--- src/core/ptt_map.svh ---
// register offsets, field positions and reset values of the periodic tick timer
`ifndef PTT_MAP_SVH
`define PTT_MAP_SVH
`define PTT_OFS_COUNT      12'h000
`define PTT_OFS_CTRL       12'h004
`define PTT_OFS_IRQ_STAT   12'h008
`define PTT_OFS_IRQ_MASK   12'h00C
`define PTT_OFS_POWER      12'h010
`define PTT_BIT_WRAP       5
`define PTT_BIT_IRQ_EN     4
`define PTT_BIT_CNT_EN     3
`define PTT_CTRL_WR_MASK   8'h1F
`define PTT_COUNT_RESET    8'h00
`define PTT_CTRL_RESET     8'h00
`define PTT_RESP_OKAY      2'h0
`define PTT_RESP_SLVERR    2'h2
`endif

--- src/core/ptt_pkg.sv ---
// types shared by the periodic tick timer
package ptt_pkg;
  typedef enum logic [1:0] {
    PTT_PWR_RUN  = 2'h0,
    PTT_PWR_WAIT = 2'h1,
    PTT_PWR_HALT = 2'h2
  } ptt_power_t;
endpackage

--- src/core/ptt_periodic_tick_unit.sv ---
// periodic tick timer with an axi4-lite register slave
// Functional notes
// RULE_01: counter free-runs through wrap to zero
// RULE_02: enabling resumes from current count value
// RULE_03: count advances once per prescaler tick
// RULE_04: wrap ff to 00 sets wrap_flag
// RULE_05: software count writes accepted any time
// RULE_06: count readable, writable, increments when enabled
// RULE_07: cpu mask gating is outside block
// RULE_08: wrap_flag hardware-set, cleared by control read
// RULE_09: writes never change wrap_flag
// RULE_10: wrap_irq_enable rw; request while flag set
// RULE_11: count_enable low freezes counter, resets prescaler
// RULE_12: prescale factor is two to select+1
// RULE_13: control bits 7:6 read zero
// RULE_14: reset clears count and control
// RULE_15: runs in wait, stops in halt
// RULE_16: request is wrap_flag and wrap_irq_enable
`timescale 1ns/10ps
`include "ptt_map.svh"
module ptt_periodic_tick_unit #(
  parameter int ADDR_W = 12
) (
  input  wire logic              aclk,
  input  wire logic              aresetn,
  input  wire logic [ADDR_W-1:0] s_axi_awaddr,
  input  wire logic [2:0]        s_axi_awprot,
  input  wire logic              s_axi_awvalid,
  output logic                   s_axi_awready,
  input  wire logic [31:0]       s_axi_wdata,
  input  wire logic [3:0]        s_axi_wstrb,
  input  wire logic              s_axi_wvalid,
  output logic                   s_axi_wready,
  output logic [1:0]             s_axi_bresp,
  output logic                   s_axi_bvalid,
  input  wire logic              s_axi_bready,
  input  wire logic [ADDR_W-1:0] s_axi_araddr,
  input  wire logic [2:0]        s_axi_arprot,
  input  wire logic              s_axi_arvalid,
  output logic                   s_axi_arready,
  output logic [31:0]            s_axi_rdata,
  output logic [1:0]             s_axi_rresp,
  output logic                   s_axi_rvalid,
  input  wire logic              s_axi_rready,
  output logic                   wrap_irq,
  output logic                   irq
);

  // offsets are compared as 12-bit words, so wider buses are not served
  if (ADDR_W < 5 || ADDR_W > 12) begin : g_bad_addr_w
    $error("ADDR_W must lie between 5 and 12");
  end

  logic [7:0]        count_value_field;
  logic [7:0]        prescale_cnt;
  logic              count_enable;
  logic              wrap_irq_enable;
  logic [2:0]        prescale_select;
  logic              wrap_flag;
  logic              irq_stat;
  logic              irq_mask;
  ptt_pkg::ptt_power_t power_mode;
  logic              aw_held;
  logic              w_held;
  logic [ADDR_W-1:0] aw_addr;
  logic [31:0]       w_data;
  logic [3:0]        w_strb;
  logic              do_write;
  logic              do_read;
  logic              tick;
  logic              wrap;
  logic              running;

  function automatic logic hit(input logic [ADDR_W-1:0] a, input logic [11:0] ofs);
    hit = (a[ADDR_W-1:2] == ofs[ADDR_W-1:2]);
  endfunction

  // write channel: address and data taken in either order
  assign s_axi_awready = !aw_held && !s_axi_bvalid;
  assign s_axi_wready  = !w_held && !s_axi_bvalid;
  assign do_write      = aw_held && w_held && !s_axi_bvalid;

  always_ff @(posedge aclk) begin
    if (!aresetn) begin
      aw_held <= 1'b0;
      aw_addr <= '0;
    end else if (s_axi_awvalid && s_axi_awready) begin
      aw_held <= 1'b1;
      aw_addr <= s_axi_awaddr;
    end else if (do_write) begin
      aw_held <= 1'b0;
    end
  end

  always_ff @(posedge aclk) begin
    if (!aresetn) begin
      w_held <= 1'b0;
      w_data <= 32'h0000_0000;
      w_strb <= 4'h0;
    end else if (s_axi_wvalid && s_axi_wready) begin
      w_held <= 1'b1;
      w_data <= s_axi_wdata;
      w_strb <= s_axi_wstrb;
    end else if (do_write) begin
      w_held <= 1'b0;
    end
  end

  always_ff @(posedge aclk) begin
    if (!aresetn) begin
      s_axi_bvalid <= 1'b0;
      s_axi_bresp  <= `PTT_RESP_OKAY;
    end else if (do_write) begin
      s_axi_bvalid <= 1'b1;
      if (hit(aw_addr, `PTT_OFS_COUNT) || hit(aw_addr, `PTT_OFS_CTRL)
          || hit(aw_addr, `PTT_OFS_IRQ_STAT) || hit(aw_addr, `PTT_OFS_IRQ_MASK)
          || hit(aw_addr, `PTT_OFS_POWER)) begin
        s_axi_bresp <= `PTT_RESP_OKAY;
      end else begin
        s_axi_bresp <= `PTT_RESP_SLVERR;
      end
    end else if (s_axi_bready) begin
      s_axi_bvalid <= 1'b0;
    end
  end

  // read channel: one read at a time, answer one cycle after address
  assign s_axi_arready = !s_axi_rvalid;
  assign do_read       = s_axi_arvalid && s_axi_arready;

  always_ff @(posedge aclk) begin
    if (!aresetn) begin
      s_axi_rvalid <= 1'b0;
      s_axi_rdata  <= 32'h0000_0000;
      s_axi_rresp  <= `PTT_RESP_OKAY;
    end else if (do_read) begin
      s_axi_rvalid <= 1'b1;
      s_axi_rresp  <= `PTT_RESP_OKAY;
      if (hit(s_axi_araddr, `PTT_OFS_COUNT)) begin
        s_axi_rdata <= {24'h00_0000, count_value_field}; // [RULE_06]
      end else if (hit(s_axi_araddr, `PTT_OFS_CTRL)) begin
        // bits 7:6 forced to zero [RULE_13]
        s_axi_rdata <= {26'h000_0000, wrap_flag, wrap_irq_enable, count_enable,
                        prescale_select};
      end else if (hit(s_axi_araddr, `PTT_OFS_IRQ_STAT)) begin
        s_axi_rdata <= {31'h0000_0000, irq_stat};
      end else if (hit(s_axi_araddr, `PTT_OFS_IRQ_MASK)) begin
        s_axi_rdata <= {31'h0000_0000, irq_mask};
      end else if (hit(s_axi_araddr, `PTT_OFS_POWER)) begin
        s_axi_rdata <= {30'h0000_0000, power_mode};
      end else begin
        s_axi_rdata <= 32'h0000_0000;
        s_axi_rresp <= `PTT_RESP_SLVERR;
      end
    end else if (s_axi_rready) begin
      s_axi_rvalid <= 1'b0;
    end
  end

  // control fields; wrap_flag position not writable [RULE_09] [RULE_13]
  always_ff @(posedge aclk) begin
    if (!aresetn) begin
      count_enable    <= 1'b0; // [RULE_14]
      wrap_irq_enable <= 1'b0;
      prescale_select <= 3'h0;
    end else if (do_write && hit(aw_addr, `PTT_OFS_CTRL) && w_strb[0]) begin
      count_enable    <= w_data[`PTT_BIT_CNT_EN]; // [RULE_11]
      wrap_irq_enable <= w_data[`PTT_BIT_IRQ_EN]; // [RULE_10]
      prescale_select <= w_data[2:0]; // [RULE_12]
    end
  end

  always_ff @(posedge aclk) begin
    if (!aresetn) begin
      power_mode <= ptt_pkg::PTT_PWR_RUN;
    end else if (do_write && hit(aw_addr, `PTT_OFS_POWER) && w_strb[0]) begin
      case (w_data[1:0])
        2'h1:    power_mode <= ptt_pkg::PTT_PWR_WAIT;
        2'h2:    power_mode <= ptt_pkg::PTT_PWR_HALT;
        default: power_mode <= ptt_pkg::PTT_PWR_RUN;
      endcase
    end
  end

  // halt stops the time base, wait does not [RULE_15]
  assign running = count_enable && (power_mode != ptt_pkg::PTT_PWR_HALT);

  // prescaler held at zero while disabled [RULE_11]
  always_ff @(posedge aclk) begin
    if (!aresetn || !count_enable) begin
      prescale_cnt <= 8'h00;
    end else if (running) begin
      prescale_cnt <= prescale_cnt + 8'h01;
    end
  end

  // tick once every 2^(select+1) clocks: low bits all ones [RULE_12] [RULE_03]
  always_comb begin
    tick = running;
    for (int i = 0; i < 8; i++) begin
      if (i <= int'(prescale_select) && !prescale_cnt[i]) begin
        tick = 1'b0;
      end
    end
  end

  assign wrap = tick && (count_value_field == 8'hFF);

  // software write wins over a tick; no reload on wrap [RULE_05] [RULE_01] [RULE_02]
  always_ff @(posedge aclk) begin
    if (!aresetn) begin
      count_value_field <= `PTT_COUNT_RESET; // [RULE_14]
    end else if (do_write && hit(aw_addr, `PTT_OFS_COUNT) && w_strb[0]) begin
      count_value_field <= w_data[7:0]; // [RULE_05]
    end else if (tick) begin
      count_value_field <= count_value_field + 8'h01; // [RULE_03] [RULE_06]
    end
  end

  // set wins over read-clear so no wrap is lost [RULE_04] [RULE_08]
  always_ff @(posedge aclk) begin
    if (!aresetn) begin
      wrap_flag <= 1'b0;
    end else if (wrap) begin
      wrap_flag <= 1'b1; // [RULE_04]
    end else if (do_read && hit(s_axi_araddr, `PTT_OFS_CTRL)) begin
      wrap_flag <= 1'b0; // [RULE_08]
    end
  end

  // sticky status for the bus interrupt, write one to clear
  always_ff @(posedge aclk) begin
    if (!aresetn) begin
      irq_stat <= 1'b0;
    end else if (wrap) begin
      irq_stat <= 1'b1;
    end else if (do_write && hit(aw_addr, `PTT_OFS_IRQ_STAT) && w_strb[0] && w_data[0]) begin
      irq_stat <= 1'b0;
    end
  end

  always_ff @(posedge aclk) begin
    if (!aresetn) begin
      irq_mask <= 1'b0;
    end else if (do_write && hit(aw_addr, `PTT_OFS_IRQ_MASK) && w_strb[0]) begin
      irq_mask <= w_data[0];
    end
  end

  // cpu global mask applied outside this block [RULE_16] [RULE_07] [RULE_10]
  assign wrap_irq = wrap_flag && wrap_irq_enable;
  assign irq      = irq_stat && irq_mask;

endmodule

--- config.mk ---
export PLATFORM = sky130hd
export DESIGN_NAME = ptt_periodic_tick_unit
export DESIGN_NICKNAME = d
export VERILOG_FILES = /design/src/core/ptt_pkg.sv /design/src/core/ptt_periodic_tick_unit.sv
export VERILOG_INCLUDE_DIRS = /design/src /design/src/core
export SDC_FILE = /design/constraint.sdc
export NUM_CORES = 1
export LEC_CHECK = 0
export BUFFER_PORTS_ARGS = -buffer_cell sky130_fd_sc_hd__buf_2
export CAP_MARGIN = 20
export CORE_MARGIN = 10
export CORE_UTILIZATION = 35
export CTS_CLUSTER_SIZE = 30
export DETAILED_ROUTE_END_ITERATION = 8
export GPL_TIMING_DRIVEN = 0
export SYNTH_ARGS = -nofsm -noshare
export SYNTH_HDL_FRONTEND = slang
export SYNTH_SLANG_ARGS = --single-unit
--- constraint.sdc ---
create_clock -name aclk -period 1.75 [get_ports aclk]
set_input_delay 0.0875 -clock aclk [delete_from_list [all_inputs] [get_ports aclk]]
set_output_delay 0.0875 -clock aclk [all_outputs]
set_load 0.005 [all_outputs]
Word-level counts from Yosys, hierarchy flattened
Cells that the tools add are included.
{"block": "classes", "addsub": 2, "order_cmp": 7, "eq_ne": 12, "muxes": 33, "reduce_logical": 57}
{"operator": "10-bit by 2-bit equality test with 1-bit output, second input constant", "count": 4}
{"operator": "1-bit logical AND", "count": 30}
{"operator": "8-bit 2-to-1 mux", "count": 3}
{"operator": "10-bit by 1-bit equality test with 1-bit output, second input constant", "count": 2}
{"operator": "10-bit by 3-bit equality test with 1-bit output, second input constant", "count": 2}
{"operator": "10-bit logical NOT", "count": 2}
{"operator": "1-bit 2-to-1 mux", "count": 19}
{"operator": "2-bit 2-to-1 mux", "count": 9}
{"operator": "8-bit by 1-bit adder with 8-bit output, second input constant", "count": 2}
{"operator": "2-bit nonzero test", "count": 7}
{"operator": "1-bit logical NOT", "count": 13}
{"operator": "3-bit <= comparator, first input constant", "count": 4}
{"operator": "8-bit equality test, second input constant", "count": 1}
{"operator": "2-bit by 3-bit <= comparator with 1-bit output, first input constant", "count": 2}
{"operator": "6-bit 2-to-1 mux", "count": 1}
{"operator": "1-bit logical OR", "count": 5}
{"operator": "2-bit one-hot mux with 2 select lines", "count": 1}
{"operator": "1-bit by 3-bit <= comparator with 1-bit output, first input constant", "count": 1}
{"operator": "2-bit by 1-bit equality test with 1-bit output, second input constant", "count": 1}
{"operator": "2-bit equality test, second input constant", "count": 1}
{"operator": "2-bit inequality test, second input constant", "count": 1}
{"block": "word_totals", "regBits": 87, "in_bits": 73, "output_inout_bits": 43, "word_cells": 130}

Longest topological paths before layout
{"block": "logic_depth", "ltp_word": 12, "depth_mapped": 6, "mapped_depth_nobuf": 5}

Least setup slack after synthesis
OpenSTA, ideal clock, no wires.
{"block": "synth_path", "path_kind": "reg2reg", "from": "reg aw_addr[5]", "to": "reg count_value_field[0]", "arrival_time_ns": 1.682, "required_ns": 1.624, "setup_slack_ns": -0.058, "stages_incl_launch_ff": 7, "n_path_buf": 1, "cell_sequence": "dfxtp_1 > or4_4 > nor4_4 > nand2_2 > buf_2 > o21ai_1 > a31oi_1"}
{"block": "synth_via", "elab_chain_cells": 4, "elab_cells_between_ends": 5}
{"item": "start: declaration", "line_no": "ptt_periodic_tick_unit.sv:65", "source": "logic [ADDR_W-1:0] aw_addr;"}
{"item": "start signal: assignment", "line_no": "ptt_periodic_tick_unit.sv:89", "source": "aw_addr <= s_axi_awaddr;"}
{"item": "10-bit logical NOT (*)", "line_no": "ptt_periodic_tick_unit.sv:75", "source": "hit = (a[ADDR_W-1:2] == ofs[ADDR_W-1:2]);"}
{"item": "1-bit logical AND (*) (2 in series)", "line_no": "ptt_periodic_tick_unit.sv:213", "source": "end else if (do_write && hit(aw_addr, `PTT_OFS_COUNT) && w_strb[0]) begin"}
{"item": "8-bit 2-to-1 mux / 2-bit nonzero test (equally long branches)"}
{"item": "end signal: assignment", "line_no": "ptt_periodic_tick_unit.sv:212", "source": "count_value_field <= `PTT_COUNT_RESET;"}
{"item": "end signal: assignment", "line_no": "ptt_periodic_tick_unit.sv:214", "source": "count_value_field <= w_data[7:0];"}
{"item": "end signal: assignment", "line_no": "ptt_periodic_tick_unit.sv:216", "source": "count_value_field <= count_value_field + 8'h01;"}
{"item": "end: declaration", "line_no": "ptt_periodic_tick_unit.sv:54", "source": "logic [7:0] count_value_field;"}
Every way passes the cells marked *; elsewhere a longest branch is shown, timed or not.
A chain may end at the register's enable or synchronous reset.

Worst setup path in the final report
{"block": "layout_path", "from": "reg aw_addr[5]", "to": "reg count_value_field[3]"}
Same word-level chain as after synthesis.

==> impl_metrics.tcl <==
set metrics [dict create \
    outcome "finished with violations" \
    violations "setup timing" \
    finClkSkew_ns 0.00742 \
    r2r_end "count_value_field[3]" \
    die_y_um 112 \
    start_util 0.362 \
    finalCritPeriodShare 1.02 \
    die_area_um2 12600 \
    synth_top_family_by_area "simple AND/OR/NAND/NOR gates" \
    fmaxAchievable_mhz 558 \
    path_common_cell "buf_4" \
    place.port_buffers 51 \
    cts_buffers 9 \
    clock_path_buffers 2 \
    max_stage_delay_ns 0.58 \
    cp.depth 6 \
    syn_inst 342 \
    min_period_ns 1.79 \
    htreeDepth 3 \
    grt-ovfl-total 0 \
    cts.sinks 59 \
    p_leak_nw 1.70 \
    crit_start "aw_addr[5]" \
    tightest_slew_ns 0.651 \
    p_seq_frac 0.505 \
    crit_path_top_delay_cell "or4_4" \
    num_antenna_cells 0 \
    fin_nets 525 \
    p_switching_w 0.000732 \
    top_layer_used "met4" \
    synthesis.area_um2 2990 \
    hold_viol 0 \
    cp.required_ns 2.00 \
    combPwrFrac 0.124 \
    avgSynthCellArea_um2 8.74 \
    setup_ws_ns -0.0412 \
    drive_above_1_share 0.295 \
    stdcell_count 559 \
    gp_congestion 0.892 \
    routedWlPerCell_um 14.2 \
    power.internal_w 0.00210 \
    hpwl_um 5970 \
    dr_wl_met3_um 643 \
    yosys_warnings 0 \
    p_per_area_nw_per_um2 722 \
    pin_count 116 \
    setup_viol 5 \
    clkPwrFrac 0.372 \
    max_slew_margin 0.566 \
    yosys.area_share.simple 0.271 \
    pre_cts_slack_ns -0.287 \
    track_usage 0.122 \
    ant_nets 0 \
    synth.area.mux_share 0.0736 \
    drt-total-wl_um 7960 \
    synth_seq_cells 59 \
    synth_compound_area_frac 0.146 \
    drt_iter0_drc 125 \
    firstDrtPassIters 4 \
    core_um2 8260 \
    peakVddDrop_v 0.000411 \
    crit_buf_inv 2 \
    wl_met2_um 3540 \
    clk_latency_ns 0.34 \
    synth_edf_count 0 \
    cts_tree "done" \
    hold_class "in -> reg" \
    worstSetupEndpointType "flip-flop" \
    rsz0062_at_grt "yes" \
    path_delay_family "simple AND/OR/NAND/NOR gates" \
    grt_pass1_wl_um 13000 \
    crit_chain "or4_4, buf_4, nor4_4, buf_4, and4b_1, nor3_1" \
    syn_to_final_growth_pct 31.2 \
    worstPathArrival_ns 2.04 \
    synthAdderAreaFrac 0.00837 \
    post-route-drc-count 0 \
    start_kind "flip-flop" \
    synth_top_area_frac 0.395 \
    die_w_um 112 \
    rr_worst_depth 6 \
    synthFlopType "dfxtp_1" \
    wl_met1_um 3680 \
    criticalPathCategory "reg -> reg" \
    rows 33 \
    synth-async-reset-ratio 0 \
    cts_root_buf "clkbuf_8" \
    yosys.area.top_type "dfxtp_1" \
    ys_seq_area_frac 0.395 \
    grt_max_degree 11 \
    tns_ns -0.119 \
    synthXorXnorAreaFrac 0.0176 \
    vias 2686 \
    ys_types 55 \
    crit_fanout 7 \
    antenna_found_initial 0 \
    post-place-cells 523 \
    cp-endpoint "count_value_field[3]" \
    first_global_vias 2646 \
    reg2reg_from "aw_addr[5]" \
    clk_pin_slew_ns 0.07 \
    p_sw_frac 0.258 \
    r2r_setup_slack_ns -0.04 \
    drv_cap 0 \
    slew_viol_final 0 \
    synthTopCellsByArea "dfxtp_1, mux2i_1, buf_4, nand2_1, nor2b_1" \
    routed_via_density 4.81 \
]
-- worst reg2reg max path, cell delays in order, from the launching register on --
cell,delay [ns]
dfxtp_2,0.32
or4_4,0.58
buf_4,0.17
nor4_4,0.12
buf_4,0.18
and4b_1,0.20
nor3_1,0.14
-- per-layer routing --
metal	GRT usage	vias to the layer above
li1	-	1370
met1	0.153	1211
met2	0.185	97
met3	0.0564	8
met4	0.0321	0
met5	0	-
-- flip-flops by register name, summed over array words and instances, names as in the netlist, 2 cells and up --
register,cells
aw_addr,10
count_value_field,8
prescale_cnt,8
s_axi_rdata,8
w_data,8
prescale_select,3
power_mode,2
-- synth_stat cells, drive strengths merged (7+ instances only) --
cell / n
a21oi: 16
nand2: 42
o21ai: 18
inv: 7
buf: 29
a21boi: 8
nor2: 17
nor3: 10
mux2i: 22
dfxtp: 59
nor2b: 17
and2: 10
nand3: 13
-- how the worst min path moves through the flow --
stage / slack (ns) / endpoint / startpoint / cells after the start
floorplan: 0.19 / s_axi_rvalid / s_axi_rready / 1
global placement: 0.28 / s_axi_rvalid / s_axi_rready / 2
detailed placement: 0.28 / s_axi_rvalid / s_axi_rready / 2
CTS: 0.004 / aw_addr[10] / s_axi_awaddr[10] / 3
global route: 0.003 / aw_addr[3] / s_axi_awaddr[3] / 3
finish: 0.01 / aw_addr[3] / s_axi_awaddr[3] / 3
-- placed cells by master, fill, tap and decap left out, drive strengths merged, types with 3 or more instances in the layout --
master,Yosys,layout
buf,29,89
dfxtp,59,59
nand2,42,42
conb,1,26
mux2i,22,22
clkbuf,6,19
o21ai,18,18
nor2,17,17
nor2b,17,17
a21oi,16,16
nand3,13,13
dlygate4sd3,0,11
and2,10,10
nor3,10,10
a21boi,8,8
inv,7,7
or3,6,6
o21a,5,5
a31oi,5,5
nand4,4,4
or4,4,4
a211oi,4,4
clkinv,1,4
nor4,4,4
nand2b,3,3
xor2,3,3
xnor2,3,3
o31ai,3,3
-- area by class of cell --
| cell class | count | area, um^2 |
|---|---|---|
| multi-input cells | 265 | 1710 |
| repair buffers | 72 | 458 |
| clock buffers | 12 | 145 |
| inverters | 8 | 30.0 |
| fillers | 825 | 4340 |
| plain buffers | 35 | 243 |
| well taps | 105 | 131 |
| flip-flops and latches | 59 | 1190 |
| clock inverters | 3 | 15.0 |
-- power groups by stage --
stage               combinational, W  clock (W)  sequential [W]
floorplan                   0.000218          0         0.00144
global placement            0.000308          0         0.00145
detailed placement          0.000311          0         0.00146
CTS                         0.000335    0.00108         0.00143
global route                0.000391    0.00114         0.00144
finish                      0.000351    0.00105         0.00143
-- stage by stage --
stage / cell area [um^2] / hold slack, ns / total power, W / util
2_1_floorplan: 3080 / 0.187 / 0.00166 / -
3_3_place_gp: 3470 / 0.277 / 0.00176 / 0.420
3_5_place_dp: 3470 / 0.281 / 0.00177 / 0.420
4_1_cts: 3800 / 0.00401 / 0.00284 / 0.460
5_1_grt: 3920 / 0.00281 / 0.00297 / 0.475
6_report: 3920 / 0.0119 / 0.00283 / 0.475
-- cell families (layout without fill, tap and decap cells) --
group	count (synthesis)	in the layout
AO/OA/AOI/OAI	68	68
AND/OR/NAND/NOR	141	141
XOR/XNOR	6	6
multiplexers	22	22
other	1	26
flip-flops	59	59
adder cells (fa/ha/maj)	2	2
buffers and inverters	43	130
-- timing repair --
item	CTS	global route
pin swaps	7	10
setup endpoints to repair	16	19
resized for setup	13	14
gates cloned	0	1
hold buffers	11	0
endpoints found under the hold margin	11	0
buffers inserted	2	7
Power figures use the tool's default switching activity.
